### src/hdl/aig_pkg.sv
// package for the auxiliary-pointer indirect address generator
// assumes: one clock, used by aig_agen, aig_dec_model and the bench
package aig_pkg;

  // ***********************************************************
  // widths and reset values
  // ***********************************************************
  localparam int unsigned ADDR_W  = 23; // extended pointer width
  localparam int unsigned LOW_W   = 16; // low pointer / io width
  localparam int unsigned HIGH_W  = 7;  // high extension width
  localparam int unsigned NUM_PTR = 8;  // extended pointers
  localparam int unsigned BIT_W   = 6;  // bit number width

  localparam logic [22:0] XAR_RST      = 23'h00_0000;
  localparam logic [5:0]  BIT_MAX_WIDE = 6'h27; // 40-bit target
  localparam logic [5:0]  BIT_MAX_NARR = 6'h0F; // 16-bit target
  localparam logic [22:0] STEP_ONE     = 23'h00_0001;
  localparam logic [22:0] STEP_TWO     = 23'h00_0002;

  // ***********************************************************
  // operands, access kinds and carriers
  // ***********************************************************
  typedef enum logic [2:0] {
    AIG_OP_PLAIN    = 3'b000, // pointer unchanged
    AIG_OP_POST_INC = 3'b001,
    AIG_OP_POST_DEC = 3'b010,
    AIG_OP_PRE_INC  = 3'b011,
    AIG_OP_PRE_DEC  = 3'b100,
    AIG_OP_POST_ADD = 3'b101, // add index after address
    AIG_OP_POST_SUB = 3'b110, // subtract index after address
    AIG_OP_BASE_IDX = 3'b111  // base plus index, no update
  } aig_op_e;

  typedef enum logic [1:0] {
    AIG_ACC_DATA = 2'b00,
    AIG_ACC_BIT  = 2'b01,
    AIG_ACC_IO   = 2'b10
  } aig_acc_e;

  typedef struct packed {
    aig_op_e     op;
    aig_acc_e    acc;
    logic        wide;  // 32-bit word or bit pair
    logic [2:0]  ptr;
  } aig_req_s;

  typedef struct packed {
    logic        full;  // 1: whole extended pointer, 0: low part
    logic [2:0]  ptr;
    logic [22:0] data;
  } aig_load_s;

endpackage

### src/hdl/aig_agen.sv
// auxiliary-pointer indirect address generator and pointer file
// assumes: requests come from the decoder on mclk, no synchroniser
`timescale 1ns/1ps
`default_nettype none
module aig_agen #(
  parameter int unsigned NPTR = aig_pkg::NUM_PTR // pointer count
) (
  input  wire logic              mclk,              // cpu clock
  input  wire logic              reset_n,           // async reset
  input  wire logic              req_valid,         // operand request
  input  wire aig_pkg::aig_req_s req,               // operand fields
  input  wire logic              load_valid,        // pointer write
  input  wire aig_pkg::aig_load_s load,             // write fields
  input  wire logic              operand_set_select, // 1: control set
  input  wire logic              legacy_compat_bit, // index source
  input  wire logic [7:0]        circ_cfg,          // circular per ptr
  input  wire logic [15:0]       temp_reg_zero,     // index value
  input  wire logic [15:0]       circ_buffer_start_pair_a, // ptr 0/1
  input  wire logic [15:0]       circ_buffer_start_pair_b, // ptr 2/3
  input  wire logic [15:0]       circ_buffer_start_pair_c, // ptr 4/5
  input  wire logic [15:0]       circ_buffer_start_pair_d, // ptr 6/7
  input  wire logic [63:0]       circ_size,         // 4 x 16 sizes
  input  wire logic              bit_op_legal,      // bit instr, target
  input  wire logic              bit_target_wide,   // 40-bit target
  input  wire logic [2:0]        rd_sel,            // pointer readout
  output logic      [22:0]       rd_ptr,            // selected pointer
  output logic                   out_valid,         // address pulse
  output logic      [22:0]       out_addr,          // data address
  output logic      [15:0]       out_io_addr,       // io address
  output logic      [5:0]        out_bit_num,       // bit number
  output logic                   out_refused,       // refused pulse
  output logic                   out_bit_range_err  // bit beyond max
);

  // ***********************************************************
  // state
  // ***********************************************************
  logic [22:0] xar_q [NPTR];
  logic        out_valid_q;
  logic [22:0] out_addr_q;
  logic [15:0] out_io_q;
  logic [5:0]  out_bit_q;
  logic        refused_q;
  logic        range_err_q;
  logic [2:0]  sel_q;

  logic [22:0] cur_ptr;
  logic [22:0] idx_ext;
  logic [22:0] step;
  logic [22:0] delta;
  logic [22:0] next_ptr;
  logic [22:0] eff_ptr;
  logic [22:0] addr_calc;
  logic [15:0] bsa;
  logic [15:0] size_sel;
  logic        circ;
  logic        ctrl_ok;
  logic        refuse;
  logic        take;
  logic        writes;
  logic [5:0]  bit_max;
  logic        bit_over;

  // ***********************************************************
  // operand decode
  // ***********************************************************
  assign cur_ptr  = xar_q[req.ptr];
  assign circ     = circ_cfg[req.ptr];
  assign size_sel = circ_size[{req.ptr[2:1], 4'h0} +: 16];

  // buffer start follows the pointer pair
  always_comb begin
    bsa = circ_buffer_start_pair_a;
    if (req.ptr[2:1] == 2'b01) begin
      bsa = circ_buffer_start_pair_b;
    end else if (req.ptr[2:1] == 2'b10) begin
      bsa = circ_buffer_start_pair_c;
    end else if (req.ptr[2:1] == 2'b11) begin
      bsa = circ_buffer_start_pair_d;
    end
  end

  // index source: sign-extended temp zero or extended pointer zero
  assign idx_ext = legacy_compat_bit ? xar_q[0]
                 : {{7{temp_reg_zero[15]}}, temp_reg_zero};

  assign step = req.wide ? aig_pkg::STEP_TWO
                         : aig_pkg::STEP_ONE;

  // step direction and size per operand
  always_comb begin
    delta = 23'h00_0000;
    case (req.op)
      aig_pkg::AIG_OP_POST_INC,
      aig_pkg::AIG_OP_PRE_INC: begin
        delta = step;
      end
      aig_pkg::AIG_OP_POST_DEC,
      aig_pkg::AIG_OP_PRE_DEC: begin
        delta = 23'h00_0000 - step;
      end
      aig_pkg::AIG_OP_POST_ADD,
      aig_pkg::AIG_OP_BASE_IDX: begin
        delta = idx_ext;
      end
      aig_pkg::AIG_OP_POST_SUB: begin
        delta = 23'h00_0000 - idx_ext;
      end
      default: begin
        delta = 23'h00_0000;
      end
    endcase
  end

  aig_ptr_step u_step (
    .ptr      (cur_ptr),
    .delta    (delta),
    .circ     (circ),
    .size     (size_sel),
    .next_ptr (next_ptr)
  );

  // pre operands and base-index address from the modified value;
  // post operands address from the value before the step
  always_comb begin
    eff_ptr = cur_ptr;
    case (req.op)
      aig_pkg::AIG_OP_PRE_INC,
      aig_pkg::AIG_OP_PRE_DEC,
      aig_pkg::AIG_OP_BASE_IDX: begin
        eff_ptr = next_ptr;
      end
      default: begin
        eff_ptr = cur_ptr;
      end
    endcase
  end

  // address is the extended pointer, or high page plus buffer
  // start plus low part; carry above 23 bits is left to software
  assign addr_calc = circ
    ? {eff_ptr[22:16], 16'h0000} + {7'h00, bsa}
      + {7'h00, eff_ptr[15:0]}
    : eff_ptr;

  // control set keeps only the three common operands here
  assign ctrl_ok = (req.op == aig_pkg::AIG_OP_PLAIN)
                || (req.op == aig_pkg::AIG_OP_POST_INC)
                || (req.op == aig_pkg::AIG_OP_POST_DEC);
  assign refuse  = (operand_set_select && !ctrl_ok)
                || (req.acc == aig_pkg::AIG_ACC_BIT
                    && !bit_op_legal);
  assign take    = req_valid && !refuse;
  assign writes  = take && (req.op != aig_pkg::AIG_OP_PLAIN)
                        && (req.op != aig_pkg::AIG_OP_BASE_IDX);

  assign bit_max  = bit_target_wide ? aig_pkg::BIT_MAX_WIDE
                                    : aig_pkg::BIT_MAX_NARR;
  assign bit_over = (eff_ptr[15:6] != 10'h000)
                 || (eff_ptr[5:0] > bit_max);

  // ***********************************************************
  // pointer file
  // ***********************************************************
  // a load to the pointer being stepped wins on the bits it writes: software intent
  // is taken over an in-flight step in the same cycle; a low-part load keeps the stepped high part
  always_ff @(posedge mclk or negedge reset_n) begin
    if (!reset_n) begin
      for (int i = 0; i < NPTR; i++) begin
        xar_q[i] <= aig_pkg::XAR_RST;
      end
    end else begin
      if (writes) begin
        xar_q[req.ptr] <= next_ptr;
      end
      if (load_valid) begin
        if (load.full) begin
          xar_q[load.ptr] <= load.data;
        end else begin
          xar_q[load.ptr][15:0] <= load.data[15:0];
        end
      end
    end
  end

  // ***********************************************************
  // result registers
  // ***********************************************************
  always_ff @(posedge mclk or negedge reset_n) begin
    if (!reset_n) begin
      out_valid_q <= 1'b0;
      refused_q   <= 1'b0;
      range_err_q <= 1'b0;
      sel_q       <= 3'h0;
    end else begin
      out_valid_q <= take;
      refused_q   <= req_valid && refuse;
      range_err_q <= take && (req.acc == aig_pkg::AIG_ACC_BIT)
                          && bit_over;
      sel_q       <= req.ptr;
    end
  end

  // io address is the low 16 bits; a step past the ends wraps
  always_ff @(posedge mclk or negedge reset_n) begin
    if (!reset_n) begin
      out_addr_q <= 23'h00_0000;
      out_io_q   <= 16'h0000;
      out_bit_q  <= 6'h00;
    end else if (take) begin
      out_addr_q <= addr_calc;
      out_io_q   <= addr_calc[15:0];
      out_bit_q  <= eff_ptr[5:0];
    end
  end

  assign rd_ptr            = xar_q[rd_sel];
  assign out_valid         = out_valid_q;
  assign out_addr          = out_addr_q;
  assign out_io_addr       = out_io_q;
  assign out_bit_num       = out_bit_q;
  assign out_refused       = refused_q;
  assign out_bit_range_err = range_err_q;

  // ***********************************************************
  // checks
  // ***********************************************************
  logic [22:0] ptr_now;
  assign ptr_now = xar_q[sel_q];
endmodule
`default_nettype wire

### src/hdl/aig_ptr_step.sv
// pointer step: linear 23-bit or circular modification
// assumes: the step magnitude is below the circular buffer size
`timescale 1ns/1ps
`default_nettype none
module aig_ptr_step (
  input  wire logic [22:0] ptr,      // current extended pointer
  input  wire logic [22:0] delta,    // two's complement step
  input  wire logic        circ,     // circular mode for pointer
  input  wire logic [15:0] size,     // circular buffer size
  output logic      [22:0] next_ptr  // modified pointer
);

  logic [22:0] lin_sum;
  logic [17:0] lo_sum;
  logic [17:0] lo_wrap;

  // linear steps use full 23-bit width so pages are crossed
  assign lin_sum = ptr + delta;
  assign lo_sum  = {2'b00, ptr[15:0]} + delta[17:0];

  // circular wrap keeps the low part inside the buffer
  always_comb begin
    lo_wrap = lo_sum;
    if (size != 16'h0000) begin
      if (lo_sum[17]) begin
        lo_wrap = lo_sum + {2'b00, size};
      end else if (lo_sum >= {2'b00, size}) begin
        lo_wrap = lo_sum - {2'b00, size};
      end
    end
  end

  // a zero size degenerates to a 64K ring on the low part
  assign next_ptr = circ ? {ptr[22:16], lo_wrap[15:0]}
                         : lin_sum;

endmodule
`default_nettype wire

### config.mk
export PLATFORM = sky130hd
export DESIGN_NAME = aig_agen
export DESIGN_NICKNAME = d
export VERILOG_FILES = /design/src/hdl/aig_pkg.sv /design/src/hdl/aig_agen.sv /design/src/hdl/aig_ptr_step.sv
export SDC_FILE = /design/constraint.sdc
export NUM_CORES = 1
export LEC_CHECK = 0
export BUFFER_PORTS_ARGS = -buffer_cell sky130_fd_sc_hd__clkbuf_2
export CAP_MARGIN = 20
export CORE_MARGIN = 1.5
export CORE_UTILIZATION = 45
export DETAILED_ROUTE_END_ITERATION = 16
export PLACE_DENSITY_LB_ADDON = 0.05
export SYNTH_ARGS = -nofsm -noshare
export SYNTH_HDL_FRONTEND = slang
export SYNTH_HIERARCHICAL = 1
export SYNTH_SLANG_ARGS = --single-unit
### constraint.sdc
create_clock -name mclk -period 7.65 [get_ports mclk]
set_input_delay 1.9125 -clock mclk [delete_from_list [all_inputs] [get_ports mclk]]
set_output_delay 1.9125 -clock mclk [all_outputs]
set_load 0.05 [all_outputs]
# --- Yosys cells after proc, flatten, opt, wreduce, memory -nomap -nowiden ---
# Index checks and enable logic that the tools add are counted.
word_totals:
  ff_bits: 232
  inputBits: 199
  word_cells: 104
op_classes:
  addsub: 8
  n_lt_le_gt_ge: 8
  n_eq_ne: 12
  shift: 1
  mux: 33
  bitwise_logic: 3
  reduce_logical: 25
op_table:
  columns: ["op", "count"]
  rows:
  - ["184-bit bitwise mux", 3]
  - ["184-bit 2-to-1 mux", 3]
  - ["23-bit 2-to-1 mux", 10]
  - ["23-bit demux with 3-bit select", 3]
  - ["23-bit binary-select mux with 3-bit select", 2]
  - ["16-bit 2-to-1 mux", 7]
  - ["23-bit one-hot mux with 4 select lines", 1]
  - ["64-bit by 7-bit indexed part select with 16-bit output", 1]
  - ["23-bit by 16-bit adder with 23-bit output", 2]
  - ["23-bit adder", 1]
  - ["1-bit by 23-bit subtractor with 23-bit output (first input constant)", 1]
  - ["16-bit by 18-bit adder with 18-bit output", 1]
  - ["18-bit by 16-bit greater-or-equal comparator with 1-bit output", 1]
  - ["16-bit adder", 1]
  - ["16-bit nonzero test", 1]
  - ["16-bit subtractor", 1]
  - ["3-bit equality test (second input constant)", 4]
  - ["4-bit greater-or-equal comparator (second input constant)", 3]
  - ["3-bit inverter with 4-bit output", 3]
  - ["1-bit logical AND", 10]
  - ["10-bit nonzero test", 1]
  - ["4-bit by 1-bit less-than comparator with 1-bit output (second input constant)", 2]
  - ["3-bit by 2-bit equality test with 1-bit output (second input constant)", 2]
  - ["6-bit greater-than comparator", 1]
  - ["other kinds (16)", 25]

# --- Depth between registers and ports, before layout ---
# Gate-level depths: netlist (run 1).
logic_depth:
  ltp_word: 15
  ltp_mapped: 40
  mapped_depth_nobuf: 35

# --- Hierarchy ---
# Netlist (run 1), hierarchy kept.
modules_own_cells:
  columns: ["module", "instances", "cells_per_inst", "area_each_um2", "seq_area_each_um2"]
  rows:
  - ["aig_agen", 1, 1704, 16288.1, 5405.2]
  - ["aig_ptr_step", 1, 432, 3050.4, 0.0]

# --- Worst setup path before layout (run 1) ---
# Ideal clock, no wire load.
synth_path:
  path_type: "in2reg"
  startpoint: "input port legacy_compat_bit"
  endpoint: "register out_addr_q[19], in the netlist out_addr[19]"
  arrival_time_ps: 9174
  required_ps: 7525
  slack_ps: -1648
  cell_stages: 34
  n_path_buf: 6
  path_cell_list: "buf_4 -> buf_2 -> buf_1 -> clkbuf_1 -> mux2_2 -> o21ai_0 -> nand2_1 -> a22oi_1 -> ha_1 -> a2111oi_0 -> o21ai_1 -> a21oi_1 -> o21bai_1 -> a21oi_1 -> xnor2_1 -> ha_1 -> clkbuf_1 -> and4b_1 -> nand3_1 -> nor4bb_1 -> o31ai_4 -> o211ai_2 -> o221ai_1 -> a22o_1 -> clkbuf_1 -> mux2_2 -> ha_1 -> o211ai_1 -> o21bai_1 -> o211a_1 -> o21ai_0 -> a21oi_1 -> xnor2_1 -> mux2_2"
synth_via:
  elab_chain_len: 12
  word_cells_on_any_way: 16
  cone_classes: "7 x add/sub; 1 x order compare; 8 x mux"
synth_lines:
  columns: ["item", "line", "source"]
  rows:
  - ["start, declared", "aig_agen.sv:15", "input wire logic legacy_compat_bit,"]
  - ["23-bit 2-to-1 mux (*)", "aig_agen.sv:84", "assign idx_ext = legacy_compat_bit ? xar_q[0]"]
  - ["1-bit by 23-bit subtractor with 23-bit output", "aig_agen.sv:107", "delta = 23'h00_0000 - idx_ext;"]
  - ["23-bit one-hot mux with 4 select lines (*)", "aig_agen.sv:93", "case (req.op)"]
  - ["net delta[6]", "aig_agen.sv:50", "logic [22:0] delta;"]
  - ["16-bit by 18-bit adder with 18-bit output (*)", "aig_ptr_step.sv:19", "assign lo_sum = {2'b00, ptr[15:0]} + delta[17:0];"]
  - ["18-bit by 16-bit greater-or-equal comparator with 1-bit output", "aig_ptr_step.sv:27", "end else if (lo_sum >= {2'b00, size}) begin"]
  - ["16-bit 2-to-1 mux", "aig_ptr_step.sv:27", null]
  - ["16-bit 2-to-1 mux (*)", "aig_ptr_step.sv:25", "if (lo_sum[17]) begin"]
  - ["16-bit 2-to-1 mux (*)", "aig_ptr_step.sv:24", "if (size != 16'h0000) begin"]
  - ["23-bit 2-to-1 mux (*)", "aig_ptr_step.sv:34", "assign next_ptr = circ ? {ptr[22:16], lo_wrap[15:0]}"]
  - ["net next_ptr[2]", "aig_agen.sv:51", "logic [22:0] next_ptr;"]
  - ["23-bit 2-to-1 mux (*)", "aig_agen.sv:127", "case (req.op)"]
  - ["net eff_ptr[2]", "aig_agen.sv:52", "logic [22:0] eff_ptr;"]
  - ["23-bit by 16-bit adder with 23-bit output (*)", "aig_agen.sv:143", "+ {7'h00, eff_ptr[15:0]}"]
  - ["23-bit 2-to-1 mux (*)", "aig_agen.sv:142", "? {eff_ptr[22:16], 16'h0000} + {7'h00, bsa}"]
  - ["end signal, assigned", "aig_agen.sv:211", "out_addr_q <= addr_calc;"]
  - ["end, declared", "aig_agen.sv:40", "logic [22:0] out_addr_q;"]
# The timed path passes the listed nets; every way through them passes the cells marked *.
# A chain may end at the register's enable or synchronous reset.

# --- Worst setup path in the final report (run 1) ---
layout_path:
  startpoint: "input port req[1] (netlist bit)"
  endpoint: "register out_addr_q[21], in the netlist out_addr[21]"
layout_via:
  elab_chain_len: 13
  word_cells_on_any_way: 27
  cone_classes: "6 x add/sub; 1 x order compare; 3 x eq/ne; 1 x shift; 14 x mux; 1 x bitwise; 1 x reduce/logical"
layout_lines:
  columns: ["item", "line", "source"]
  rows:
  - ["start, declared", "aig_agen.sv:11", "input wire aig_pkg::aig_req_s req,"]
  - ["3-bit inverter with 4-bit output (not written as such) (*)", "aig_agen.sv:67", "assign cur_ptr = xar_q[req.ptr];"]
  - ["23-bit binary-select mux with 3-bit select (*)", "aig_agen.sv:67", null]
  - ["23-bit 2-to-1 mux (not written as such) (*) (2 in a row)", "aig_agen.sv:67", null]
  - ["net cur_ptr[0]", "aig_agen.sv:47", "logic [22:0] cur_ptr;"]
  - ["16-bit by 18-bit adder with 18-bit output", "aig_ptr_step.sv:19", null]
  - ["16-bit subtractor / 18-bit by 16-bit greater-or-equal comparator with 1-bit output (equally long branches)", "aig_ptr_step.sv:28, aig_ptr_step.sv:27", null]
  - ["16-bit 2-to-1 mux", "aig_ptr_step.sv:27", null]
  - ["16-bit 2-to-1 mux", "aig_ptr_step.sv:25", null]
  - ["16-bit 2-to-1 mux", "aig_ptr_step.sv:24", null]
  - ["23-bit 2-to-1 mux (*)", "aig_ptr_step.sv:34", null]
  - ["net next_ptr[10]", "aig_agen.sv:51", null]
  - ["23-bit 2-to-1 mux (*)", "aig_agen.sv:127", null]
  - ["23-bit by 16-bit adder with 23-bit output (*)", "aig_agen.sv:143", null]
  - ["23-bit 2-to-1 mux (*)", "aig_agen.sv:142", null]
# The timed path passes the listed nets; every way through them passes the cells marked *. The select of a mux whose other input is x is not followed.

==> flow_summary.ini, run 1 <==
[hold_path]
hp-class = flip-flop to flip-flop
min-delay-start = out_bit_num[2]$_DFFE_PN0N_
hold_depth = 2
hold_end = out_bit_num[2]$_DFFE_PN0N_

[synthesis]
synth_area_per_cell_um2 = 9.05
netlist_area_mm2 = 0.0193
yosysWarnings = 6
synth-seq-cells = 216
async_flop_share_pct = 100
ys_types = 96
synthXorXnorAreaFrac_pct = 2.08
synth-edff-count = 0
ys_seq_area_share_pct = 28.0
synth_fa_ha_area_share_pct = 5.07
synth_cells = 2136
synthMuxAreaShare_pct = 26.0
syn_nets = 2411
synth_flop_cell = dfrtp_1
synth_compound_area_share_pct = 20.0
synth-simple-area-share_pct = 12.9
synth_top_family_by_area = multiplexers

[floorplan]
initial_utilization_pct = 45.9
io-pin-count = 270
die_y_um = 210
fp.coreArea_mm2 = 0.0421
die_w_um = 210
die_area_mm2 = 0.0442
rows = 75

[finish]
fillerInstances = 3639
design_area_mm2 = 0.0261
area_growth_pct = 34.8
nNetsFinal = 2964
final_common_cell = buf_4
final_cell_mix = 431 x buf_4, 263 x clkbuf_2, 239 x mux2i_1
drive_gt1_share_pct = 40.1
fin_util_pct = 61.8

[setup_path]
arrival_ns = 8.53
end_kind = flip-flop
start_kind = primary input
reg2regPathDepth = 34
r2r-end = out_addr[21]$_DFFE_PN0N_
rrSetupSlack_ns = 0.58
critPathMaxFanout = 13
cp_slowest_stage_delay_ns = 0.35
path_delay_family = compound AO/OA/AOI/OAI gates
critPathKind = primary input to flip-flop
cp_num_buf_inv = 6
required_ns = 8.07
cp_slowest_cell = mux2_2
r2r_start = xar_q[162]$_DFF_PN0_

[route]
viasPerCell = 6.00
wl_per_cell_um = 23.7
first_pass_iters = 5
ant_nets = 0
wl_met3_um = 5280
drt-initial-drc-count = 1467
route.met2.wl_um = 37400
dr.max_layer_used = met4
wl_um = 77200
drc = 0
num_vias = 19500
drt-met1-wl_um = 31600

[global_routing]
grt_use_total_pct = 34.4
first_global_vias = 19400
grt_overflow_total = 0
grt_max_degree = 153
grt_pass1_wl_um = 115000
antenna_found_initial = 3

[timing]
period_share_pct = 106
maxSlewViolCount = 0
worst_pin_slew_ns = 1.15
setup-tns-final_ns = -5.03
hold_violations = 0
rsz0062_at_grt = yes
setup_viol = 17
clock_skew_ns = 0.0137
final.min_clock_period_ns = 8.11
slew_headroom_pct = 22.8
holdWs_ns = 0.493
worst_slack_ns = -0.456
fmax_ghz = 0.123

[cts]
cts_root_buf = clkbuf_16
cts_buffer_depth = 3
clock_sinks = 216
cts_made_buffers = 26
cts.clk_slew.worst_paths_ns = 0.06
cts_tree = built
cts_htree_levels = 1
clk_latency_ns = 0.56

[power]
switching_share_pct = 46.2
sequentialPowerShare_pct = 19.0
internal-power_mw = 5.98
p_switching_mw = 5.14
leakagePower_nw = 11.7
ir_drop_uv = 213
combPwrFrac_pct = 68.4
clkPwrFrac_pct = 12.6
power-per-cell-area_mw_per_mm2 = 427

[flow_run]
drv_cap = 0

[placed_design]
gp_congestion = 0.941
place_area_mm2 = 0.0240
dp_hpwl_um = 57400
portBuffers = 269

[status]
status = finished, violations left
violations = negative setup slack
## layout make-up
cell class	count	area, µm²	share of cell area (%)
clock inverters	8	165	0.634
multi-input cells	1662	13900	53.2
diodes	4	10.0	0.0384
inverters	65	246	0.946
repair buffers	718	4910	18.8
well taps	539	674	2.59
clock buffers	40	795	3.05
flip-flops and latches	216	5410	20.7
## metal layers
metal / vias up / GRT usage (%)
li1: 8997 / -
met4: 0 / 13.0
met1: 9571 / 44.3
met3: 143 / 4.50
met5: - / 0
met2: 816 / 58.7
## tightest hold or removal path: stages, from the launching register on
cell and delay, ns:
dfrtp_1 0.35, nand2_1 0.05, nand2_1 0.06
## cell usage after synthesis, drive strengths merged (16+ instances only)
master | number | area [µm²]
dfrtp | 216 | 5410
o22ai | 16 | 100
o21ai | 219 | 1100
nor2b | 19 | 119
buf | 92 | 519
ha | 72 | 901
clkbuf | 102 | 393
mux2i | 245 | 2450
inv | 64 | 240
xnor2 | 27 | 236
mux2 | 71 | 800
nand3 | 19 | 100
nor2 | 154 | 586
mux4 | 79 | 1780
a21oi | 153 | 769
xor2 | 19 | 166
nor3 | 39 | 235
nand2 | 214 | 806
a221oi | 31 | 272
a21o | 20 | 150
nand2b | 19 | 126
## cell families after synthesis
logic type      after synthesis
simple gates                537
xor+xnor                     46
mux                         395
fa+ha+maj                    76
flops                       216
buf+inv                     259
compound gates              607
## power groups by stage
stage	combinational, mW	clock [mW]	sequential, mW
after floorplan	4.04	0	2.16
after global placement	6.74	0	2.07
after detailed placement	6.79	0	2.10
after CTS	7.18	1.42	2.09
after global routing	8.11	1.46	2.16
final	7.61	1.40	2.11
## flip-flops by register name, summed over array words and instances, names as in the netlist
register	count
xar_q	184
out_refused	1
out_addr	23
out_valid	1
out_bit_range_err	1
out_bit_num	6
## stage by stage
step / setup slack (ns) / instances / power (mW)
final: -0.456 / 3252 / 11.1
after floorplan: -0.758 / 2136 / 6.21
after CTS: -0.462 / 3228 / 10.7
after global placement: -1.29 / 3155 / 8.82
after detailed placement: -1.34 / 3155 / 8.89
after global routing: -0.755 / 3251 / 11.7
## repair_timing
item / CTS / global route
gates resized for setup: 79 / 74
gates cloned: 1 / 0
pin swaps: 62 / 54
endpoints found under the setup margin: 21 / 21
hold buffers: 0 / 0
setup buffers: 24 / 20
## worst max-delay path by stage
stage | cells after the start | startpoint | slack (ns) | end
floorplan | 37 | req[2] | -0.76 | out_addr[19]$_DFFE_PN0N_
global placement | 34 | req[0] | -1.29 | out_addr[20]$_DFFE_PN0N_
detailed placement | 34 | req[0] | -1.34 | out_addr[20]$_DFFE_PN0N_
CTS | 35 | legacy_compat_bit | -0.46 | out_addr[21]$_DFFE_PN0N_
global route | 36 | legacy_compat_bit | -0.76 | out_addr[21]$_DFFE_PN0N_
finish | 36 | req[1] | -0.46 | out_addr[21]$_DFFE_PN0N_
Power figures use the tool's default switching activity.
==> inputs of run 2 (changes only) <==
==> constraint.sdc (replaced) <==
create_clock -name mclk -period 7.65 [get_ports mclk]
set_input_delay 0 -clock mclk [delete_from_list [all_inputs] [get_ports mclk]]
set_output_delay 0 -clock mclk [all_outputs]
set_load 0.05 [all_outputs]
==> flow_summary.ini, run 2 (same netlist as run 1, synthesis figures left out) <==
[finish]
fillerInstances = 3904
largest_reg_flops = 184
final_cell_mix = 265 x clkbuf_2, 243 x mux2i_1, 215 x dfrtp_1
regMostFlops = xar_q
area_growth_pct = 21.1
fin_cells = 3027
fin_util_pct = 55.6
drive_gt1_share_pct = 29.8
design_area_mm2 = 0.0234
final_common_cell = clkbuf_2
nNetsFinal = 2743

[floorplan]
io-pin-count = 270
initial_utilization_pct = 45.9
rows = 75
fp.coreArea_mm2 = 0.0421
die_w_um = 210
die_y_um = 210
die_area_mm2 = 0.0442

[timing]
worst_slack_ns = 0.287
clock_skew_ns = 0.0143
maxSlewViolCount = 0
setup_viol = 0
fmax_ghz = 0.136
final.min_clock_period_ns = 7.36
holdWs_ns = -0.00261
period_share_pct = 96.2
hold_violations = 3
slew_headroom_pct = 26.7
setup-tns-final_ns = 0
worst_pin_slew_ns = 1.10

[cts]
cts.clk_slew.worst_paths_ns = 0.06
cts_buffer_depth = 3
cts_made_buffers = 26
clk_latency_ns = 0.55
cts_tree = built
cts_root_buf = clkbuf_16
clock_sinks = 216
cts_htree_levels = 1

[placed_design]
post-place-cells = 2944
gp_congestion = 0.981
dp_hpwl_um = 55500
post-place-ws_ns = -0.155
place_area_mm2 = 0.0220
portBuffers = 269

[setup_path]
cp_slowest_stage_delay_ns = 0.40
r2r_start = xar_q[162]$_DFF_PN0_
critPathKind = flip-flop to flip-flop
end_kind = flip-flop
reg2regPathDepth = 34
arrival_ns = 7.78
rrSetupSlack_ns = 0.29
required_ns = 8.07
cp_common_cell = buf_4
critPathMaxFanout = 11
cp-endpoint = out_addr[21]$_DFFE_PN0N_
start_kind = flip-flop
r2r-end = out_addr[21]$_DFFE_PN0N_
worstSetupStartpoint = xar_q[162]$_DFF_PN0_
cp_slowest_cell = dfrtp_1

[power]
ir_drop_uv = 189
power-per-cell-area_mw_per_mm2 = 414
fin_total_pwr_mw = 9.69
leakagePower_nw = 10.4

[global_routing]
grt_use_total_pct = 33.4
grt_max_degree = 165
grt_overflow_total = 0
first_global_vias = 18200
grt_pass1_wl_um = 113000
antenna_found_initial = 2

[route]
wl_um = 74900
drt-initial-drc-count = 1377
drc = 0
num_vias = 18600
first_pass_iters = 5
ant_nets = 0
wl_per_cell_um = 24.7
viasPerCell = 6.16

[flow_run]
drv_cap = 0

[status]
violations = negative hold slack
status = finished, violations left

[hold_path]
hp-class = primary input to asynchronous set/reset pin
## run 2: cell count changes in the layout (fill, tap and decap cells not counted), moves of 7 or more
cell / previous run / this run
buf_4: 431 / 201
dlygate4sd3_1: 0 / 28
ha_1: 51 / 68
ha_4: 18 / 2
o21ai_0: 194 / 209
a21oi_1: 131 / 144
a21oi_2: 20 / 9
buf_6: 12 / 1
o21ai_1: 19 / 8
mux2_2: 61 / 71
mux2_4: 10 / 0
buf_12: 8 / 1
## run 2: critical path, delay by kind of cell (launching register included)
family | cells | cell delay (ns)
compound gates | 16 | 3.36
fa+ha+maj | 4 | 1.15
buf+inv | 3 | 0.48
xor+xnor | 2 | 0.29
simple gates | 7 | 1.03
mux | 2 | 0.50
flops | 1 | 0.40
## run 2: final cells by class
| type | count | area (µm²) | share of cell area (%) |
|---|---|---|---|
| multi-input combinational | 1661 | 13100 | 55.9 |
| sequential | 216 | 5410 | 23.1 |
| inverter | 65 | 244 | 1.04 |
| clock inverter | 4 | 22.5 | 0.0962 |
| antenna | 2 | 5.00 | 0.0214 |
| timing repair buffer | 498 | 3170 | 13.5 |
| tap | 539 | 674 | 2.88 |
| clock buffer | 42 | 812 | 3.47 |
## run 2: worst min path at each step
stage                        from  slack [ns]  cells after the start                       end
after detailed placement  reset_n       -0.01                      1      xar_q[171]$_DFF_PN0_
after floorplan           reset_n       -0.30                      0   out_addr[0]$_DFFE_PN0N_
after global routing      reset_n        0.02                      2  out_addr[12]$_DFFE_PN0N_
after CTS                 reset_n       0.003                      2  out_addr[12]$_DFFE_PN0N_
after global placement    reset_n       -0.02                      1  out_addr[12]$_DFFE_PN0N_
final                     reset_n      -0.003                      2      xar_q[171]$_DFF_PN0_
## run 2: metal layers
metal / global-route usage (%) / wire length (µm) / up-vias
met4: 9.65 / 2040 / 0
met1: 44.0 / 31700 / 9207
met5: 0 / 0 / -
met3: 4.81 / 5240 / 122
li1: - / - / 8540
met2: 57.0 / 35900 / 777
## run 2: where the power goes
group | internal, mW | switching [mW]
registers | 1.63 | 0.452
clock network | 0.719 | 0.504
logic | 2.60 | 3.79
total | 4.95 | 4.74
## run 2: repair_timing
item                       in CTS  in global routing
cloned                          0                  0
hold endpoints to repair      236                  0
pin swaps                       1                 11
hold buffers                   28                  0
gates resized for setup         3                 48
setup buffers                   1                  6
setup endpoints to repair       4                 18
